`src/hw/tmr_ff_consts.svh`:
```
// Summary of operation
// - Capture into capture register 1 toggles the output flip-flop when enabled.
// - Capture into capture register 0 toggles the output flip-flop when enabled.
// - Counter match with compare register 1 toggles the flip-flop when enabled.
// - Counter match with compare register 0 toggles the flip-flop when enabled.
// - Command write: 00 inverts, 01 sets, 10 clears the output flip-flop.
// - Command 11 does nothing; command field and bits 7:6 read as 11.
// - Status bit 2 reports an up-counter overflow interrupt.
// - Status bit 1 reports a compare register 1 match interrupt.
// - Status bit 0 reports a compare register 0 match interrupt.
// - Each interrupt event sets its own status flag.
// - Reading status returns the flags, then clears them all except a flag whose event comes in the read cycle.
// - Mask bit 2 blocks the overflow interrupt request when set.
// - Mask bit 1 blocks the compare 1 match request when set.
// - Mask bit 0 blocks the compare 0 match request when set.
// - Run bit clear stops and zeroes the counter; set starts counting.
`ifndef TMR_FF_CONSTS_SVH
`define TMR_FF_CONSTS_SVH
`define ADR_FFCTRL 4'h0
`define ADR_STATUS 4'h1
`define ADR_MASK 4'h2
`define ADR_RUN 4'h3
`define ADR_CMP0 4'h4
`define ADR_CMP1 4'h5
`define ADR_CAP0 4'h6
`define ADR_CAP1 4'h7
`define ADR_ICLR 4'h8
`define ADR_IEN 4'h9
`define BIT_C1T 5
`define BIT_C0T 4
`define BIT_E1T 3
`define BIT_E0T 2
`define BIT_OVF 2
`define BIT_M1 1
`define BIT_M0 0
`define FF_RSVD_HI 2'h3
`define FF_CMD_RD 2'h3
`define RUN_BIT 0
`endif

```
`src/hw/tmr_ff_pkg.sv`:
```
package tmr_ff_pkg;
  typedef enum logic [1:0] {
    FF_INVERT = 2'b00,
    FF_SET = 2'b01,
    FF_CLEAR = 2'b10,
    FF_KEEP = 2'b11
  } ff_cmd_e;
endpackage : tmr_ff_pkg

```
`src/hw/tmr_counter.sv`:
```
`timescale 1ns/1ps
`include "tmr_ff_consts.svh"
module tmr_counter #(
  parameter int W = 16
) (
  input wire logic clk_i,
  input wire logic rst_i,
  input wire logic run_i,
  input wire logic [W-1:0] cmp0_i,
  input wire logic [W-1:0] cmp1_i,
  output logic [W-1:0] count_o,
  output logic match0_o,
  output logic match1_o,
  output logic ovf_o
);
  initial begin
    if (W < 2 || W > 32) $error("tmr_counter width out of range");
  end
  logic [W-1:0] cnt_q, cnt_d;
  always_comb begin
    if (!run_i) cnt_d = '0;
    else cnt_d = cnt_q + W'(1);
  end
  always_ff @(posedge clk_i) begin
    if (rst_i) cnt_q <= '0;
    else cnt_q <= cnt_d;
  end
  assign count_o = cnt_q;
  assign match0_o = run_i && (cnt_q == cmp0_i);
  assign match1_o = run_i && (cnt_q == cmp1_i);
  assign ovf_o = run_i && (&cnt_q);
  chk_stop_clears_count: assert property (@(posedge clk_i) disable iff (rst_i)
    !run_i |=> cnt_q == '0) else $error("counter not cleared while stopped");
endmodule : tmr_counter

```
`src/hw/tmr_capture.sv`:
```
`timescale 1ns/1ps
module tmr_capture #(
  parameter int W = 16
) (
  input wire logic clk_i,
  input wire logic rst_i,
  input wire logic run_i,
  input wire logic trig_i,
  input wire logic [W-1:0] count_i,
  output logic [W-1:0] value_o,
  output logic event_o
);
  initial begin
    if (W < 2) $error("tmr_capture width out of range");
  end
  logic s1_q, s2_q, s3_q;
  logic [W-1:0] val_q, val_d;
  logic ev;
  // Pin crosses into clk domain first
  always_ff @(posedge clk_i) begin
    if (rst_i) begin
      s1_q <= 1'b0;
      s2_q <= 1'b0;
      s3_q <= 1'b0;
    end else begin
      s1_q <= trig_i;
      s2_q <= s1_q;
      s3_q <= s2_q;
    end
  end
  assign ev = run_i && s2_q && !s3_q;
  always_comb begin
    val_d = ev ? count_i : val_q;
  end
  always_ff @(posedge clk_i) begin
    if (rst_i) val_q <= '0;
    else val_q <= val_d;
  end
  assign value_o = val_q;
  assign event_o = ev;
endmodule : tmr_capture

```
`src/hw/tmr_ff_irq.sv`:
```
// Decided for this implementation: the Wishbone slave port and the placing of the registers.
`timescale 1ns/1ps
`include "tmr_ff_consts.svh"
module tmr_ff_irq #(
  parameter int W = 16
) (
  input wire logic clk_i,
  input wire logic rst_i,
  input wire logic cyc_i,
  input wire logic stb_i,
  input wire logic we_i,
  input wire logic [5:0] adr_i,
  input wire logic [3:0] sel_i,
  input wire logic [31:0] dat_i,
  output logic [31:0] dat_o,
  output logic ack_o,
  input wire logic cap0_pin_i,
  input wire logic cap1_pin_i,
  output logic output_flipflop_o,
  output logic irq_o
);
  initial begin
    if (W < 2 || W > 32) $error("tmr_ff_irq width out of range");
  end

  function automatic logic hit(input logic [5:0] a, input logic [3:0] idx);
    hit = (a[5:2] == idx);
  endfunction : hit

  logic req;
  logic wr;
  logic rd;
  logic [W-1:0] count;
  logic m0, m1, ovf, c0, c1;
  logic [W-1:0] cap0_val, cap1_val;

  // Control and status state
  logic run_q, run_d;
  logic [3:0] ten_q, ten_d;
  logic [2:0] flag_q, flag_d;
  logic [2:0] mask_q, mask_d;
  logic [2:0] ien_q, ien_d;
  logic [W-1:0] cmp0_q, cmp0_d, cmp1_q, cmp1_d;
  logic ff_q, ff_d;
  logic ack_q, ack_d;
  logic [31:0] rdat_q, rdat_d;
  logic irq_q, irq_d;
  logic [2:0] ev;
  logic [2:0] act_flags;

  assign req = cyc_i && stb_i && !ack_q;
  assign wr = req && we_i && sel_i[0];
  assign rd = req && !we_i;

  tmr_counter #(.W(W)) u_cnt (
    .clk_i(clk_i),
    .rst_i(rst_i),
    .run_i(run_q),
    .cmp0_i(cmp0_q),
    .cmp1_i(cmp1_q),
    .count_o(count),
    .match0_o(m0),
    .match1_o(m1),
    .ovf_o(ovf)
  );

  tmr_capture #(.W(W)) u_cap0 (
    .clk_i(clk_i),
    .rst_i(rst_i),
    .run_i(run_q),
    .trig_i(cap0_pin_i),
    .count_i(count),
    .value_o(cap0_val),
    .event_o(c0)
  );

  tmr_capture #(.W(W)) u_cap1 (
    .clk_i(clk_i),
    .rst_i(rst_i),
    .run_i(run_q),
    .trig_i(cap1_pin_i),
    .count_i(count),
    .value_o(cap1_val),
    .event_o(c1)
  );

  assign ev = {ovf, m1, m0};

  // Register writes
  always_comb begin
    run_d = run_q;
    ten_d = ten_q;
    mask_d = mask_q;
    ien_d = ien_q;
    cmp0_d = cmp0_q;
    cmp1_d = cmp1_q;
    if (wr) begin
      if (hit(adr_i, `ADR_RUN)) run_d = dat_i[`RUN_BIT];
      if (hit(adr_i, `ADR_FFCTRL)) ten_d = dat_i[`BIT_C1T:`BIT_E0T];
      if (hit(adr_i, `ADR_MASK)) mask_d = dat_i[2:0];
      if (hit(adr_i, `ADR_IEN)) ien_d = dat_i[2:0];
      if (hit(adr_i, `ADR_CMP0)) cmp0_d = dat_i[W-1:0];
      if (hit(adr_i, `ADR_CMP1)) cmp1_d = dat_i[W-1:0];
    end
  end

  // Flip-flop: event toggles combine as parity; software command last
  always_comb begin
    logic tog;
    tog = 1'b0;
    tog = tog ^ (ten_q[`BIT_C1T-2] & c1);
    tog = tog ^ (ten_q[`BIT_C0T-2] & c0);
    tog = tog ^ (ten_q[`BIT_E1T-2] & m1);
    tog = tog ^ (ten_q[`BIT_E0T-2] & m0);
    ff_d = ff_q ^ tog;
    // Writes while running are the caller's fault; handled anyway
    if (wr && hit(adr_i, `ADR_FFCTRL)) begin
      case (tmr_ff_pkg::ff_cmd_e'(dat_i[1:0]))
        tmr_ff_pkg::FF_INVERT: ff_d = ~ff_q;
        tmr_ff_pkg::FF_SET: ff_d = 1'b1;
        tmr_ff_pkg::FF_CLEAR: ff_d = 1'b0;
        tmr_ff_pkg::FF_KEEP: ff_d = ff_d;
        default: ff_d = ff_d;
      endcase
    end
  end

  // Flags: events win over read clear and write clear
  always_comb begin
    flag_d = flag_q;
    if (rd && hit(adr_i, `ADR_STATUS)) flag_d = 3'h0;
    if (wr && hit(adr_i, `ADR_ICLR)) flag_d = flag_d & ~dat_i[2:0];
    flag_d = flag_d | ev;
  end

  // Request to controller: unmasked and enabled flags
  assign act_flags = flag_q & ~mask_q & ien_q;
  always_comb begin
    irq_d = |(flag_d & ~mask_d & ien_d);
  end

  // Read mux and ack
  always_comb begin
    rdat_d = 32'h0;
    ack_d = req;
    if (rd) begin
      case (adr_i[5:2])
        `ADR_FFCTRL: rdat_d = {24'h0, `FF_RSVD_HI, ten_q, `FF_CMD_RD};
        `ADR_STATUS: rdat_d = {29'h0, flag_q};
        `ADR_MASK: rdat_d = {29'h0, mask_q};
        `ADR_RUN: rdat_d = {31'h0, run_q};
        `ADR_CMP0: rdat_d = 32'(cmp0_q);
        `ADR_CMP1: rdat_d = 32'(cmp1_q);
        `ADR_CAP0: rdat_d = 32'(cap0_val);
        `ADR_CAP1: rdat_d = 32'(cap1_val);
        `ADR_IEN: rdat_d = {29'h0, ien_q};
        default: rdat_d = 32'h0;
      endcase
    end
  end

  always_ff @(posedge clk_i) begin
    if (rst_i) begin
      run_q <= 1'b0;
      ten_q <= 4'h0;
      flag_q <= 3'h0;
      mask_q <= 3'h0;
      ien_q <= 3'h7;
      cmp0_q <= '0;
      cmp1_q <= '0;
      ff_q <= 1'b0;
      ack_q <= 1'b0;
      rdat_q <= 32'h0;
      irq_q <= 1'b0;
    end else begin
      run_q <= run_d;
      ten_q <= ten_d;
      flag_q <= flag_d;
      mask_q <= mask_d;
      ien_q <= ien_d;
      cmp0_q <= cmp0_d;
      cmp1_q <= cmp1_d;
      ff_q <= ff_d;
      ack_q <= ack_d;
      rdat_q <= rdat_d;
      irq_q <= irq_d;
    end
  end

  assign dat_o = rdat_q;
  assign ack_o = ack_q;
  assign output_flipflop_o = ff_q;
  assign irq_o = irq_q;

  // Flip-flop toggles and commands
  chk_match0_toggle: assert property (@(posedge clk_i) disable iff (rst_i)
    (m0 && ten_q[0] && !m1 && !c0 && !c1 && !wr)
    |=> ff_q != $past(ff_q))
    else $error("match 0 did not toggle");
  chk_match1_toggle: assert property (@(posedge clk_i) disable iff (rst_i)
    (m1 && ten_q[1] && !m0 && !c0 && !c1 && !wr)
    |=> ff_q != $past(ff_q))
    else $error("match 1 did not toggle");
  chk_cap0_toggle: assert property (@(posedge clk_i) disable iff (rst_i)
    (c0 && ten_q[2] && !m0 && !m1 && !c1 && !wr)
    |=> ff_q != $past(ff_q))
    else $error("capture 0 did not toggle");
  chk_cap1_toggle: assert property (@(posedge clk_i) disable iff (rst_i)
    (c1 && ten_q[3] && !m0 && !m1 && !c0 && !wr)
    |=> ff_q != $past(ff_q))
    else $error("capture 1 did not toggle");
  chk_match0_off: assert property (@(posedge clk_i) disable iff (rst_i)
    (m0 && !ten_q[0] && !m1 && !c0 && !c1 && !wr)
    |=> ff_q == $past(ff_q))
    else $error("disabled match 0 toggled");
  chk_match1_off: assert property (@(posedge clk_i) disable iff (rst_i)
    (m1 && !ten_q[1] && !m0 && !c0 && !c1 && !wr)
    |=> ff_q == $past(ff_q))
    else $error("disabled match 1 toggled");
  chk_cap0_off: assert property (@(posedge clk_i) disable iff (rst_i)
    (c0 && !ten_q[2] && !m0 && !m1 && !c1 && !wr)
    |=> ff_q == $past(ff_q))
    else $error("disabled capture 0 toggled");
  chk_cap1_off: assert property (@(posedge clk_i) disable iff (rst_i)
    (c1 && !ten_q[3] && !m0 && !m1 && !c0 && !wr)
    |=> ff_q == $past(ff_q))
    else $error("disabled capture 1 toggled");
  chk_no_event_hold: assert property (@(posedge clk_i) disable iff (rst_i)
    (!wr && !(m0 && ten_q[0]) && !(m1 && ten_q[1])
    && !(c0 && ten_q[2]) && !(c1 && ten_q[3])) |=> ff_q == $past(ff_q))
    else $error("flip-flop changed with no cause");
  chk_cmd_set_clear: assert property (@(posedge clk_i) disable iff (rst_i)
    (wr && hit(adr_i, `ADR_FFCTRL) && dat_i[1:0] != 2'h3 && dat_i[1:0] != 2'h0)
    |=> ff_q == !$past(dat_i[1]))
    else $error("flip-flop command ignored");
  chk_cmd_invert: assert property (@(posedge clk_i) disable iff (rst_i)
    (wr && hit(adr_i, `ADR_FFCTRL) && dat_i[1:0] == 2'h0)
    |=> ff_q != $past(ff_q))
    else $error("invert command ignored");
  chk_cmd_keep: assert property (@(posedge clk_i) disable iff (rst_i)
    (wr && hit(adr_i, `ADR_FFCTRL) && dat_i[1:0] == 2'h3 && !m0 && !m1 && !c0 && !c1)
    |=> ff_q == $past(ff_q))
    else $error("command 11 changed the flip-flop");
  chk_ffctrl_read: assert property (@(posedge clk_i) disable iff (rst_i)
    (rd && hit(adr_i, `ADR_FFCTRL))
    |=> ack_q && dat_o[7:6] == 2'h3 && dat_o[1:0] == 2'h3)
    else $error("control readback wrong");
  chk_ffctrl_high_zero: assert property (@(posedge clk_i) disable iff (rst_i)
    (rd && hit(adr_i, `ADR_FFCTRL))
    |=> dat_o[31:8] == 24'h0)
    else $error("control upper bits not zero");
  chk_enables_read: assert property (@(posedge clk_i) disable iff (rst_i)
    (rd && hit(adr_i, `ADR_FFCTRL))
    |=> dat_o[`BIT_C1T:`BIT_E0T] == $past(ten_q))
    else $error("toggle enables read back wrong");
  chk_enables_write: assert property (@(posedge clk_i) disable iff (rst_i)
    (wr && hit(adr_i, `ADR_FFCTRL))
    |=> ten_q == $past(dat_i[`BIT_C1T:`BIT_E0T]))
    else $error("toggle enables not stored");

  // Event flags and status reads
  chk_flag_set: assert property (@(posedge clk_i) disable iff (rst_i)
    ovf
    |=> flag_q[`BIT_OVF])
    else $error("overflow flag not set");
  chk_flag_m1: assert property (@(posedge clk_i) disable iff (rst_i)
    m1
    |=> flag_q[`BIT_M1])
    else $error("match 1 flag not set");
  chk_flag_m0: assert property (@(posedge clk_i) disable iff (rst_i)
    m0
    |=> flag_q[`BIT_M0])
    else $error("match 0 flag not set");
  chk_ovf_rise_cause: assert property (@(posedge clk_i) disable iff (rst_i)
    $rose(flag_q[`BIT_OVF])
    |-> $past(ovf))
    else $error("overflow flag set without overflow");
  chk_m1_rise_cause: assert property (@(posedge clk_i) disable iff (rst_i)
    $rose(flag_q[`BIT_M1])
    |-> $past(m1))
    else $error("match 1 flag set without match");
  chk_m0_rise_cause: assert property (@(posedge clk_i) disable iff (rst_i)
    $rose(flag_q[`BIT_M0])
    |-> $past(m0))
    else $error("match 0 flag set without match");
  chk_flag_hold: assert property (@(posedge clk_i) disable iff (rst_i)
    (ev == 3'h0 && !(rd && hit(adr_i, `ADR_STATUS)) && !(wr && hit(adr_i, `ADR_ICLR)))
    |=> flag_q == $past(flag_q))
    else $error("flag changed with no cause");
  chk_status_read_data: assert property (@(posedge clk_i) disable iff (rst_i)
    (rd && hit(adr_i, `ADR_STATUS))
    |=> dat_o == {29'h0, $past(flag_q)})
    else $error("status read data wrong");
  chk_read_clears: assert property (@(posedge clk_i) disable iff (rst_i)
    (rd && hit(adr_i, `ADR_STATUS) && ev == 3'h0)
    |=> flag_q == 3'h0 && !irq_q)
    else $error("status read did not clear");
  chk_read_keeps_event: assert property (@(posedge clk_i) disable iff (rst_i)
    (rd && hit(adr_i, `ADR_STATUS))
    |=> flag_q == $past(ev))
    else $error("event lost at status read");
  chk_write_clear: assert property (@(posedge clk_i) disable iff (rst_i)
    (wr && hit(adr_i, `ADR_ICLR))
    |=> (flag_q & $past(dat_i[2:0]) & ~$past(ev)) == 3'h0)
    else $error("write clear left a flag set");
  chk_flag_ignores_mask: assert property (@(posedge clk_i) disable iff (rst_i)
    (m0 && mask_q[`BIT_M0])
    |=> flag_q[`BIT_M0])
    else $error("masked event did not set its flag");

  // Interrupt request
  chk_mask_gates: assert property (@(posedge clk_i) disable iff (rst_i)
    irq_q
    |-> |act_flags)
    else $error("masked interrupt reached output");
  chk_unmasked_irq: assert property (@(posedge clk_i) disable iff (rst_i)
    (|act_flags)
    |-> irq_q)
    else $error("unmasked flag gave no request");
  chk_all_masked: assert property (@(posedge clk_i) disable iff (rst_i)
    ((flag_q & ~mask_q) == 3'h0)
    |-> !irq_q)
    else $error("request with every flag masked");
  chk_ovf_request: assert property (@(posedge clk_i) disable iff (rst_i)
    (flag_q[`BIT_OVF] && !mask_q[`BIT_OVF] && ien_q[`BIT_OVF])
    |-> irq_q)
    else $error("overflow gave no request");
  chk_m1_request: assert property (@(posedge clk_i) disable iff (rst_i)
    (flag_q[`BIT_M1] && !mask_q[`BIT_M1] && ien_q[`BIT_M1])
    |-> irq_q)
    else $error("match 1 gave no request");
  chk_m0_request: assert property (@(posedge clk_i) disable iff (rst_i)
    (flag_q[`BIT_M0] && !mask_q[`BIT_M0] && ien_q[`BIT_M0])
    |-> irq_q)
    else $error("match 0 gave no request");
  chk_enable_gates: assert property (@(posedge clk_i) disable iff (rst_i)
    (ien_q == 3'h0)
    |-> !irq_q)
    else $error("request with all sources disabled");
  chk_mask_write: assert property (@(posedge clk_i) disable iff (rst_i)
    (wr && hit(adr_i, `ADR_MASK))
    |=> mask_q == $past(dat_i[2:0]))
    else $error("mask not stored");
  chk_mask_read: assert property (@(posedge clk_i) disable iff (rst_i)
    (rd && hit(adr_i, `ADR_MASK))
    |=> dat_o == {29'h0, $past(mask_q)})
    else $error("mask read back wrong");

  // Run control, bus and reset
  chk_run_write: assert property (@(posedge clk_i) disable iff (rst_i)
    (wr && hit(adr_i, `ADR_RUN))
    |=> run_q == $past(dat_i[`RUN_BIT]))
    else $error("run bit not stored");
  chk_ack_single: assert property (@(posedge clk_i) disable iff (rst_i)
    ack_q
    |=> !ack_q)
    else $error("acknowledge held past one cycle");
  chk_reset_state: assert property (@(posedge clk_i)
    rst_i
    |=> !ff_q && !irq_q && !ack_q && flag_q == 3'h0)
    else $error("state not cleared by reset");
endmodule : tmr_ff_irq

```
`config.mk`:
```
export PLATFORM = sky130hd
export DESIGN_NAME = tmr_ff_irq
export DESIGN_NICKNAME = d
export VERILOG_FILES = /design/src/hw/tmr_ff_pkg.sv /design/src/hw/tmr_counter.sv /design/src/hw/tmr_capture.sv /design/src/hw/tmr_ff_irq.sv
export VERILOG_INCLUDE_DIRS = /design/src /design/src/hw
export SDC_FILE = /design/constraint.sdc
export NUM_CORES = 1
export LEC_CHECK = 0
export ABC_AREA = 1
export BUFFER_PORTS_ARGS = -buffer_cell sky130_fd_sc_hd__buf_4
export CELL_PAD_IN_SITES_DETAIL_PLACEMENT = 1
export CELL_PAD_IN_SITES_GLOBAL_PLACEMENT = 1
export CORE_MARGIN = 8
export CORE_UTILIZATION = 41
export CTS_CLUSTER_SIZE = 30
export DETAILED_ROUTE_END_ITERATION = 8
export GPL_ROUTABILITY_DRIVEN = 1
export PLACE_DENSITY = 0.9
export SLEW_MARGIN = 40
export SYNTH_ARGS = -nofsm -noshare
export SYNTH_HDL_FRONTEND = slang
export SYNTH_SLANG_ARGS = --single-unit
```
`constraint.sdc`:
```
create_clock -name clk_i -period 2.1 [get_ports clk_i]
set_input_delay 0.105 -clock clk_i [delete_from_list [all_inputs] [get_ports clk_i]]
set_output_delay 0.105 -clock clk_i [all_outputs]
set_load 0.01 [all_outputs]
```
Yosys cells after proc, flatten, opt, wreduce, memory -nomap -nowiden
Cells that the tools add are included.

Bitwise logic cells: 17. Reduce and logical (&&, ||, !) cells: 29. $add $sub $neg: 1. Mux-type cells: 9. Equal/unequal tests: 14.

Operators with widths (count): $pmux 16 s9 (1); $eq 16x16->1 (2); $mux 3 (6); $add 16x1->16 const B (1); $eq 4x3->1 const B (4); $reduce_and 16->1 (1); $logic_and 1x1->1 (15); $and 3x3->3 (3); $eq 4x2->1 const B (2); $eq 4x4->1 const B (2); $reduce_and 2->1 (4); $not 3->3 (2); $and 1x1->1 (4); $eq 2x2->1 const B (2); $eq 4x1->1 const B (1); $logic_not 1->1 (4); $logic_not 4->1 (1); $pmux 1 s4 (1); $reduce_or 2->1 (2); $xor 1x1->1 (4); $not 1->1 (3); $or 3x3->3 (1); $reduce_or 3->1 (1); $eq 2x1->1 const B (1); 2 further kinds (2).

Register bits: 135. Word-level logic and storage cells: 90.

Logic depth before layout (Yosys ltp)
Word-level depth: 11. Gate-level depth with buffers: 14.

By module
Synthesis repeated with hierarchy kept, for this count alone.

Cells, all modules: 900. Area, all modules: 5839.4 um2.

By module, submodules not included: tmr_ff_irq (times used 1, seq. area each 1301.2 um2, area an instance 2989.1 um2, cells each 422); tmr_capture (times used 2, seq. area each 380.4 um2, area an instance 764.5 um2, cells each 113); tmr_counter (times used 1, seq. area each 320.3 um2, area an instance 1321.3 um2, cells each 252).

Worst setup path after synthesis
Ideal clock, no wire load.

Path type: register to register. From: reg u_cnt.cnt_q[0], in the netlist u_cnt.count_o[0]. To: reg irq_q, in the netlist irq_o. Cell stages (with the launch flop): 12. Arrival: 1.503 ns. Path slack: 0.539 ns. Required time: 2.042 ns. Path through: dfxtp_1 -> ha_1 -> nand4_2 -> nor2_4 -> nand4_2 -> nor2_4 -> nand2_2 -> nand2_1 -> nand3_1 -> nand2_1 -> nand2_1 -> nand2_1.

Longest elaborated chain between the ends: 6. Elaborated cells between the ends (all ways): 10. Those cells by class: eq/ne: 2; bitwise: 3; reduce/logical: 5.

Ends and longest elaborated chain: start, declared (RTL line tmr_counter.sv:19) `logic [W-1:0] cnt_q, cnt_d;`; start signal, assigned (RTL line tmr_counter.sv:26) `else cnt_q <= cnt_d;`; $eq 16x16->1, or another cell as far along (RTL line tmr_counter.sv:29) `assign match0_o = run_i && (cnt_q == cmp0_i);`; $logic_and 1x1->1 (on tied branches) (RTL line tmr_counter.sv:29, tmr_counter.sv:30, tmr_counter.sv:31); $or 3x3->3 * (RTL line tmr_ff_irq.sv:133) `flag_d = flag_d | ev;`; $and 3x3->3 * (2 in a row) (RTL line tmr_ff_irq.sv:139) `irq_d = |(flag_d & ~mask_d & ien_d);`; $reduce_or 3->1 * (RTL line tmr_ff_irq.sv:139); end signal, assigned (RTL line tmr_ff_irq.sv:186) `irq_q <= irq_d;`; end, declared (RTL line tmr_ff_irq.sv:47) `logic irq_q, irq_d;`.

Every way passes the cells marked *; elsewhere a longest branch is shown, timed or not. A chain may end at the register's enable or synchronous reset.

Final worst setup path
From: reg ack_q, in the netlist ack_o. To: reg cmp0_q[12].

Longest elaborated chain between the ends: 5.

Ends and longest elaborated chain: start, declared (RTL line tmr_ff_irq.sv:45) `logic ack_q, ack_d;`; start signal, assigned (RTL line tmr_ff_irq.sv:184) `ack_q <= ack_d;`; $logic_not 1->1 (RTL line tmr_ff_irq.sv:51) `assign req = cyc_i && stb_i && !ack_q;`; $logic_and 1x1->1 (RTL line tmr_ff_irq.sv:51); $logic_and 1x1->1 (2 in a row) (RTL line tmr_ff_irq.sv:52) `assign wr = req && we_i && sel_i[0];`; $reduce_and 2->1 (no line); end signal, assigned (RTL line tmr_ff_irq.sv:181) `cmp0_q <= cmp0_d;`; end, declared (RTL line tmr_ff_irq.sv:43) `logic [W-1:0] cmp0_q, cmp0_d, cmp1_q, cmp1_d;`.

Every way passes these cells.

==> results.txt <==
Status: finished, final reports clean
Crit Reg-Reg Endpoint: cmp0_q[12]
Routed wire per std cell: 18.9 um
Layout Nets: 929
PwrDens: 780 mW/mm2
Final GP Congestion: 0.867
Setup crit start kind: flip-flop
RSZ-0062 raised after global routing: no
WS Path Type: reg2reg
CTS root buffer: clkbuf_16
Syn_area_per_cell: 7.03 um2
Vias in the first global route: 5995
WP data arrival: 2250 ps
Reg-to-reg slack, setup: 160 ps
DP Wirelength: 13.5 mm
Vias per cell: 5.35
Max Clock Skew: 10.1 ps
Period utilisation layout: 0.925
First-pass GRT wire length: 31.3 mm
Maximum vdd drop: 0.582 mV
Total gr overflow: 0
Area Overhead vs Synth: 22.9%
Number of I/O port buffers: 46
WP data required: 2410 ps
Die area: 0.0178 mm2
Primary FF master, synth: dfxtp_1
Hold_ws: 28.6 ps
Final min period: 1940 ps
Clock Latency Late Sink: 430 ps
Power Total: 5.42 mW
Max-cap violation count: 0
Antenna Nets Post-Route: 0
Layout Cells excl Fill: 1071
Endpoint class of the critical path: flip-flop
Slew HR: 0.627
Asr flop ratio synth: 0
Max clock buf depth: 2
Post-synth top area share: 0.421
Clock buffer count from CTS: 17
H-tree levels: 4
WHS Path Cells: 3
Initial antenna violation count: 0
DR pass1 iterations: 4
Min setup slack post-route: 157 ps
Cell area after layout: 0.00695 mm2
Diode count: 0
Largest net degree at the start of global routing: 38
CTS tree: yes
Netlist cell types: 37
Largest area contributor in the netlist: dfxtp_1
Via count: 5727
Yosys reg bits: 119
Worst min path class: in2reg
Slew Limit Fails: 0
Worst Max-Slew Pin Slew: 558 ps
CORE AREA: 0.0137 mm2
Pre-CTS setup slack: 172 ps
Min-delay src: dat_i[0]
Worst hold endpoint: run_q
Final Hold Viols: 0
Final Core Density: 0.509
Synthesized cell area: 0.00566 mm2
Number of synthesis warnings: 0
P_leak: 2.97 nW
Worst-path maximum fanout: 11
Layout cells sized above 1: 0.164
Die width: 133 um
Placed cell count: 1018
Std cell rows: 43
R2r startpoint: ack_o
Mapped Cells: 804
Post-route DRC: 0
Die Y-Extent: 133 um
Worst-path clk slew: 50 ps
Endpoints failing setup: 0
Fillers: 1743
IO Count: 84
Top post-synthesis cells by count: nand2_1 (157), dfxtp_1 (119), inv_1 (100), o21ai_0 (86), a21oi_1 (85)
CTS sink count: 119
1st-iter DRT viols: 403
Post-synth EDFFs: 0
Total wire length: 20.2 mm
Fmax: 0.515 GHz
Most frequent cell after synthesis: nand2_1
GRT Overall Usage: 0.224
Post-Place Cell Area: 0.00614 mm2
Register area share after synthesis: 0.421
Starting Density: 0.414
Main area contributors after synthesis: dfxtp_1 (42%), nand2_1 (10%), o21ai_0 (7.6%)
Setup TNS Final: 0 ps
R2R depth: 7
logic make-up after synthesis:
kind of cell | synth area share
compound gates | 0.208
fa+ha+maj | 0.00221
xor+xnor | 0.0124
flops | 0.421
other cells | 0.000663
simple gates | 0.232
buf+inv | 0.124
routing by layer:
metal / part of all wire / track usage / vias to the layer above
met5: 0 / 0 / -
li1: - / - / 2730
met2: 0.49 / 0.375 / 165
met3: 0.050 / 0.0625 / 54
met1: 0.43 / 0.261 / 2778
met4: 0.033 / 0.0954 / 0
what timing repair did:
action                                 4_1_cts  5_1_grt
endpoints found under the hold margin       24        0
setup buffers                                0        2
hold buffers                                19        0
setup endpoints to repair                    0       13
gates resized for setup                      0        3
cells in the final DEF (no fill, tap or decap), drive strengths merged:
cell	instances
o21ai	96
inv	113
a41oi	1
nand3b	2
dlygate4sd3	19
conb	16
xor2	1
clkinv	5
a21oi	87
nor2	98
o211ai	1
o22ai	11
and2	1
nor4	1
clkbuf	23
buf	65
bufinv	2
nand2	164
a221oi	15
dfxtp	119
a31oi	5
nand3	19
or2	2
ha	1
nand4	12
clkinvlp	4
xnor2	7
nor3	1
sequential cells by signal (all words and copies together), names as in the netlist, 3 cells and up:
signal and count:
cmp0_q 16, ien_q 3, mask_q 3, flag_q 3, u_cap1.value_o 16, u_cap0.value_o 16, ten_q 4, u_cnt.count_o 16
dat_o 16, cmp1_q 16
worst max-delay path: stages (launching register included):
cell	delay (ps)
dfxtp_1	310
nor2_2	240
nand3_2	230
nor2_2	370
clkinvlp_4	160
buf_4	230
o21ai_0	210
a21oi_1	70
worst max path at each step:
stage,cells past startpoint,start,to
4_1_cts,6,ack_o,cmp0_q[12]
3_5_place_dp,6,ack_o,cmp0_q[12]
3_3_place_gp,11,u_cnt.count_o[1],irq_o
5_1_grt,12,u_cnt.count_o[10],irq_o
6_report,7,ack_o,cmp0_q[12]
2_1_floorplan,11,u_cnt.count_o[0],irq_o
power by group:
part / switching (mW) / internal (mW) / leakage (nW)
registers: 0.00512 / 2.27 / 0.959
clock network: 1.03 / 1.89 / 0.291
logic: 0.144 / 0.0892 / 1.72
final cells by class:
cell class / instances / area (um2) / area share
multi-input cells: 541 / 2630 / 0.378
flip-flops and latches: 119 / 2380 / 0.343
repair buffers: 84 / 678 / 0.0975
clock buffers: 23 / 498 / 0.0716
inverters: 115 / 435 / 0.0626
well taps: 180 / 225 / 0.0324
clock inverters: 8 / 95.1 / 0.0137
repair inverters: 1 / 7.51 / 0.00108
Power figures use the tool's default switching activity.
